<file path="src/logic/acmp_pkg.sv">
// constants shared by the comparator control block
`default_nettype none
package acmp_pkg;
  localparam int unsigned NUM_CMP = 3;
  localparam int unsigned LVL_W = 12;
  localparam int unsigned TAP_W = 4;
  localparam logic [LVL_W-1:0] LVL_FULL = 12'hfff;
  localparam logic [4:0] LADDER_RNG0 = 5'h1f;
  localparam logic [4:0] LADDER_RNG1 = 5'h17;
  localparam logic [4:0] TAP_OFFSET_RNG0 = 5'h08;
  localparam logic [1:0] SRC_OWN_A = 2'h0;
  localparam logic [1:0] SRC_OWN_B = 2'h1;
  localparam logic [1:0] SRC_REF = 2'h2;
  localparam logic [1:0] SRC_RSVD = 2'h3;
  localparam logic [LVL_W-1:0] LVL_RST = 12'h000;
  localparam logic RES_RST = 1'h0;
  localparam logic [2:0] IRQ_RST = 3'h0;
endpackage : acmp_pkg
`default_nettype wire

</file>
<file path="src/logic/acmp_channel.sv">
// one comparator: pin synchronisers, positive source mux, compare, change event
`timescale 1ns/1ps
`default_nettype none
module acmp_channel #(
  parameter bit IS_FIRST = 1'b0
) (
  input wire logic clk,
  input wire logic reset,
  input wire logic [acmp_pkg::LVL_W-1:0] neg_pin,
  input wire logic [acmp_pkg::LVL_W-1:0] pos_pin,
  input wire logic [acmp_pkg::LVL_W-1:0] c0_pos_lvl,
  input wire logic [acmp_pkg::LVL_W-1:0] ref_lvl,
  input wire logic [1:0] src_sel,
  output logic [acmp_pkg::LVL_W-1:0] pos_lvl,
  output logic result,
  output logic change
);
  // ******************************
  // pin synchronisers
  // ******************************
  logic [acmp_pkg::LVL_W-1:0] neg_s1_ff, neg_s2_ff, pos_s1_ff, pos_s2_ff;
  logic result_ff, prev_ff, nxt_result;
  logic [acmp_pkg::LVL_W-1:0] sel_lvl;

  always_ff @(posedge clk) begin
    if (reset) begin
      neg_s1_ff <= acmp_pkg::LVL_RST;
      neg_s2_ff <= acmp_pkg::LVL_RST;
      pos_s1_ff <= acmp_pkg::LVL_RST;
      pos_s2_ff <= acmp_pkg::LVL_RST;
    end else begin
      neg_s1_ff <= neg_pin;
      neg_s2_ff <= neg_s1_ff;
      pos_s1_ff <= pos_pin;
      pos_s2_ff <= pos_s1_ff;
    end
  end

  assign pos_lvl = pos_s2_ff;

  // ******************************
  // source select and compare
  // ******************************
  always_comb begin
    case (src_sel)
      acmp_pkg::SRC_OWN_A: sel_lvl = pos_s2_ff;
      acmp_pkg::SRC_OWN_B: sel_lvl = IS_FIRST ? pos_s2_ff : c0_pos_lvl;
      acmp_pkg::SRC_REF: sel_lvl = ref_lvl;
      // reserved code compares against ground so the output stays quiet
      default: sel_lvl = acmp_pkg::LVL_RST;
    endcase
    nxt_result = neg_s2_ff < sel_lvl;
  end

  always_ff @(posedge clk) begin
    if (reset) begin
      result_ff <= acmp_pkg::RES_RST;
      prev_ff <= acmp_pkg::RES_RST;
    end else begin
      result_ff <= nxt_result;
      prev_ff <= result_ff;
    end
  end

  assign result = result_ff;
  assign change = result_ff ^ prev_ff;
endmodule : acmp_channel
`default_nettype wire

</file>
<file path="src/logic/acmp_top.sv">
// comparator control: reference ladder, three channels, pin outputs, interrupts
`timescale 1ns/1ps
`default_nettype none
module acmp_top #(
  parameter int unsigned NCMP = acmp_pkg::NUM_CMP
) (
  input wire logic CLK,
  input wire logic RESET,
  input wire logic [acmp_pkg::LVL_W-1:0] CMP_NEG_PIN [NCMP],
  input wire logic [acmp_pkg::LVL_W-1:0] CMP_POS_PIN [NCMP],
  input wire logic [1:0] POSITIVE_SOURCE_SELECT [NCMP],
  input wire logic [NCMP-1:0] OUT_INVERT,
  input wire logic REF_ENABLE,
  input wire logic REF_RANGE_SELECT,
  input wire logic [acmp_pkg::TAP_W-1:0] REF_TAP,
  input wire logic [NCMP-1:0] IRQ_ENABLE,
  input wire logic [NCMP-1:0] IRQ_CLEAR,
  output logic [NCMP-1:0] RESULT_VALUE,
  output logic [NCMP-1:0] CMP_OUT_PIN,
  output logic [NCMP-1:0] CMP_OUT_PIN_OE,
  output logic [NCMP-1:0] RAW_IRQ_STATUS,
  output logic [NCMP-1:0] MASKED_IRQ_STATUS,
  output logic IRQ
);
  // ******************************
  // internal reference ladder
  // ******************************
  logic [acmp_pkg::LVL_W-1:0] ref_ff, nxt_ref;
  logic [4:0] tap_pos;
  logic [16:0] ref_num;

  always_comb begin
    tap_pos = 5'(REF_TAP);
    if (!REF_RANGE_SELECT) begin
      tap_pos = 5'(REF_TAP) + acmp_pkg::TAP_OFFSET_RNG0;
    end
    ref_num = 17'(tap_pos) * 17'(acmp_pkg::LVL_FULL);
    if (!REF_ENABLE) begin
      nxt_ref = acmp_pkg::LVL_RST;
    end else if (REF_RANGE_SELECT) begin
      nxt_ref = acmp_pkg::LVL_W'(ref_num / 17'(acmp_pkg::LADDER_RNG1));
    end else begin
      nxt_ref = acmp_pkg::LVL_W'(ref_num / 17'(acmp_pkg::LADDER_RNG0));
    end
  end

  always_ff @(posedge CLK) begin
    if (RESET) begin
      ref_ff <= acmp_pkg::LVL_RST;
    end else begin
      ref_ff <= nxt_ref;
    end
  end

  // ******************************
  // comparators
  // ******************************
  logic [acmp_pkg::LVL_W-1:0] pos_lvl [NCMP];
  logic [NCMP-1:0] result, change;

  for (genvar i = 0; i < NCMP; i++) begin : g_cmp
    acmp_channel #(.IS_FIRST(i == 0)) u_chan (
      .clk(CLK),
      .reset(RESET),
      .neg_pin(CMP_NEG_PIN[i]),
      .pos_pin(CMP_POS_PIN[i]),
      .c0_pos_lvl(pos_lvl[0]),
      .ref_lvl(ref_ff),
      .src_sel(POSITIVE_SOURCE_SELECT[i]),
      .pos_lvl(pos_lvl[i]),
      .result(result[i]),
      .change(change[i])
    );
  end

  assign RESULT_VALUE = result;

  // ******************************
  // pin outputs
  // ******************************
  logic [NCMP-1:0] out_ff, nxt_out, oe_ff, nxt_oe;

  always_comb begin
    nxt_out = result ^ OUT_INVERT;
    for (int i = 0; i < NCMP; i++) begin
      // shared pins of the later comparators are inputs while own source is picked
      nxt_oe[i] = (i == 0) || (POSITIVE_SOURCE_SELECT[i] != acmp_pkg::SRC_OWN_A);
    end
  end

  always_ff @(posedge CLK) begin
    if (RESET) begin
      out_ff <= '0;
      oe_ff <= '0;
    end else begin
      out_ff <= nxt_out;
      oe_ff <= nxt_oe;
    end
  end

  assign CMP_OUT_PIN = out_ff;
  assign CMP_OUT_PIN_OE = oe_ff;

  // ******************************
  // interrupt status
  // ******************************
  logic [NCMP-1:0] raw_ff, nxt_raw;

  always_comb begin
    // a change in the clearing cycle survives: set beats clear
    nxt_raw = (raw_ff & ~(IRQ_CLEAR & IRQ_ENABLE)) | change;
  end

  always_ff @(posedge CLK) begin
    if (RESET) begin
      raw_ff <= NCMP'(acmp_pkg::IRQ_RST);
    end else begin
      raw_ff <= nxt_raw;
    end
  end

  assign RAW_IRQ_STATUS = raw_ff;
  assign MASKED_IRQ_STATUS = raw_ff & IRQ_ENABLE;
  assign IRQ = |(raw_ff & IRQ_ENABLE);

  for (genvar i = 0; i < NCMP; i++) begin : g_chk

  end
endmodule : acmp_top
`default_nettype wire

</file>
<file path="config.mk">
export PLATFORM = sky130hd
export DESIGN_NAME = acmp_top
export DESIGN_NICKNAME = d
export VERILOG_FILES = /design/src/logic/acmp_pkg.sv /design/src/logic/acmp_channel.sv /design/src/logic/acmp_top.sv
export SDC_FILE = /design/constraint.sdc
export NUM_CORES = 1
export LEC_CHECK = 0
export ABC_AREA = 1
export BUFFER_PORTS_ARGS = -buffer_cell sky130_fd_sc_hd__buf_4
export CORE_MARGIN = 5
export CORE_UTILIZATION = 55
export CTS_CLUSTER_SIZE = 40
export DETAILED_ROUTE_END_ITERATION = 10
export GPL_TIMING_DRIVEN = 0
export PLACE_DENSITY_LB_ADDON = 0.2
export SLEW_MARGIN = 25
export SYNTH_ARGS = -nofsm -noshare
export SYNTH_HDL_FRONTEND = slang
export SYNTH_SLANG_ARGS = --single-unit
</file>
<file path="constraint.sdc">
create_clock -name CLK -period 20 [get_ports CLK]
set_input_delay 4 -clock CLK [delete_from_list [all_inputs] [get_ports CLK]]
set_output_delay 4 -clock CLK [all_outputs]
set_load 0.01 [all_outputs]
</file>
==> flow_metrics.py <==
metrics = {
    "status": {
        "outcome": "finished, final reports clean",
    },
    "timing": {
        "worstMarginPinSlew_ns": 0.769,
        "setup_viol": 0,
        "max_freq_mhz": 51.3,
        "relSlewSlack_pct": 47.4,
        "final_max_slew_viol_count": 0,
        "period_needed_ns": 19.47,
        "setup-tns-final_ns": 0,
        "hold_violations": 0,
        "skew_ns": 0.00732,
        "finalCritPeriodShare_pct": 97.4,
    },
    "synth": {
        "synth_top_family_by_area": "simple AND/OR/NAND/NOR gates",
        "netlist_instances": 1810,
        "synth-seq-area-share_pct": 29.1,
        "netlist_area_mm2": 0.0118,
        "synth_edf_count": 0,
        "synth_xor_xnor_area_share_pct": 2.23,
        "synth_fp_nets": 1986,
        "ys.flop_type": "dfxtp_1",
        "yosys.area_share.simple_pct": 38.7,
        "synth-compound-area-share_pct": 6.30,
        "muxShareOfSynthArea_pct": 0,
        "synth_area_per_cell_um2": 6.51,
        "yosys.area_share.adder_pct": 9.18,
        "ys_warn_count": 0,
        "ys_async_sr_fraction_pct": 0,
        "netlist-cell-type-count": 50,
        "ys_seq_elements": 171,
    },
    "finish": {
        "diodes": 0,
        "nNetsFinal": 2209,
        "layout_commonest_cell": "nand2_1",
        "mostFrequentLayoutCells": "375 x nand2_1, 367 x inv_1, 259 x nor2_1",
        "syn_to_final_growth_pct": 27.5,
        "drive_gt1_share_pct": 23.5,
        "instances_no_fill": 2321,
    },
    "clock_network": {
        "tritoncts": "done",
        "clk_pin_slew_ns": 0.06,
        "clock-sinks": 171,
        "cts_buffers": 17,
        "clk_latency_ns": 0.42,
        "h-tree-depth": 4,
        "cts-root-buf": "clkbuf_16",
        "clockBufferDepth": 2,
    },
    "routing": {
        "via_count": 12000,
        "viasPerCell": 5.15,
        "wl_per_cell_um": 13.8,
        "postRouteWirelength_um": 31900,
        "dr.pass1.iters": 9,
        "first_iter_violations": 774,
        "route.detailed.drc": 0,
        "drtAntennaViolNets": 0,
    },
    "grt": {
        "met3_usage_pct": 2.10,
        "grt_pass1_vias": 11100,
        "met2_usage_pct": 45.0,
        "grt_max_degree": 17,
        "grt-ovfl-total": 0,
        "top_usage_layer": "met2",
        "grt_pass1_wl_um": 50100,
        "use_met1_pct": 29.7,
        "antenna_found_initial": 0,
        "grtUsageTotal_pct": 24.5,
    },
    "worst_setup_path": {
        "start_kind": "input port",
        "cpMaxStageDelayCell": "fa_2",
        "slowest_delay_ns": 0.62,
        "path_class": "input port to flip-flop",
        "arrival_ns": 19.77,
        "required_ns": 20.29,
        "worst-path-max-fanout": 7,
        "critPathCaptureType": "flip-flop",
        "cp_common_cell": "inv_2",
        "worstRegToRegCells": 8,
    },
    "placed_design": {
        "place_congestion": 0.924,
        "io_buffers": 109,
        "place_inst": 2194,
        "dp_hpwl_um": 23200,
    },
    "floorplan": {
        "ioPinCount": 111,
        "die_x_um": 156,
        "die_area_mm2": 0.0244,
        "rows": 53,
        "die_h_um": 156,
        "start_util_pct": 55.9,
        "core_area_mm2": 0.0211,
    },
    "min_path": {
        "whs_path_depth": 2,
        "hold_path.class": "flip-flop to flip-flop",
    },
    "flow_run": {
        "max_cap_violations": 0,
    },
}
routing by layer:
metal | share of wire [%] | vias to the layer above
met2 | 51 | 364
met1 | 41 | 5483
met4 | 3.2 | 0
met3 | 5.1 | 82
li1 | - | 6023
met5 | 0 | -
worst max-delay path, delay by kind of cell:
family | cells | cell delay [ns]
compound gates | 10 | 1.41
xor+xnor | 3 | 0.50
fa+ha+maj | 18 | 5.31
buf+inv | 28 | 2.01
simple gates | 75 | 6.51
area by class of cell:
type	count	area [um2]
Multi-Input combinational cell	1197	7320
Fill cell	1707	6060
Sequential cell	171	3420
Timing Repair Buffer	204	1550
Inverter	411	1550
Clock buffer	19	453
Tap cell	275	344
Clock inverter	13	201
Buffer	31	180
synth_stat cells (4+ instances only):
library cell  instances  share of area [%]
nor3_1               18               0.76
ha_1                 72                7.6
xor2_1               19                1.4
inv_1               390                 12
o22ai_1              12               0.64
a21oi_1              26                1.1
clkinv_1              5               0.16
nand4_1              40                2.1
nand3_2              19                1.6
o211ai_1              4               0.25
nand2_2              30                1.6
buf_6                 6               0.57
nor2_4               12                1.1
nand3_4               6               0.89
o21ai_0              26                1.1
nand3_1             136                5.8
inv_2                15               0.48
nor2_1              273                8.7
dfxtp_1             171                 29
nand2_4              10               0.96
nor2_2               20                1.1
xnor2_1              11               0.82
clkbuf_1             22               0.70
fa_1                  9                1.5
a221oi_1             23                1.7
nand2_1             396                 13
registers in the layout (all words and copies together) (netlist names):
register                count
ref_ff                     12
RAW_IRQ_STATUS              3
g_cmp.u_chan.pos_s1_ff     36
g_cmp.u_chan.pos_lvl       36
g_cmp.u_chan.result         3
CMP_OUT_PIN                 3
g_cmp.u_chan.neg_s1_ff     36
g_cmp.u_chan.prev_ff        3
CMP_OUT_PIN_OE              3
g_cmp.u_chan.neg_s2_ff     36
cell families (layout without fill, tap and decap cells):
| kind of cell | after synthesis | after routing |
|---|---|---|
| AO/OA/AOI/OAI | 111 | 111 |
| XOR/XNOR | 30 | 30 |
| adder cells (fa/ha/maj) | 81 | 81 |
| buffers and inverters | 442 | 678 |
| flip-flops | 171 | 171 |
| AND/OR/NAND/NOR | 975 | 975 |
what timing repair did:
item	CTS	global route
buffers inserted	41	54
pin swaps	32	62
resized for setup	56	89
cloned	0	0
setup endpoints to repair	3	2
hold buffers	0	0
hold endpoints to repair	0	0
metrics by stage:
step                      utilization (%)  hold WS (ns)  cell area (um2)  worst slack (ns)
final                                71.2         0.401            15000             0.526
after global routing                 71.2         0.417            15000            -0.306
after CTS                            67.5         0.402            14200           0.00970
after detailed placement             61.6         0.392            13000             -2.96
after global placement               61.6         0.390            13000             -2.53
after floorplan                         -         0.388            11800           0.00938
path summary, 6_finish.rpt:
| check | startpoint | to | slack (ns) |
|---|---|---|---|
| worst max-delay path | REF_TAP[3] | ref_ff[0] | 0.53 |
| worst min-delay path | g_cmp[1].u_chan.neg_s1_ff[9] | g_cmp[1].u_chan.neg_s2_ff[9] | 0.40 |
| worst max register to register | g_cmp[0].u_chan.pos_lvl[5] | g_cmp[0].u_chan.result | 17.56 |
| worst min register to register | g_cmp[1].u_chan.neg_s1_ff[9] | g_cmp[1].u_chan.neg_s2_ff[9] | 0.40 |
Power is not shown: default switching activity piles up to over one toggle a cycle in this logic, so the estimate is an artifact.
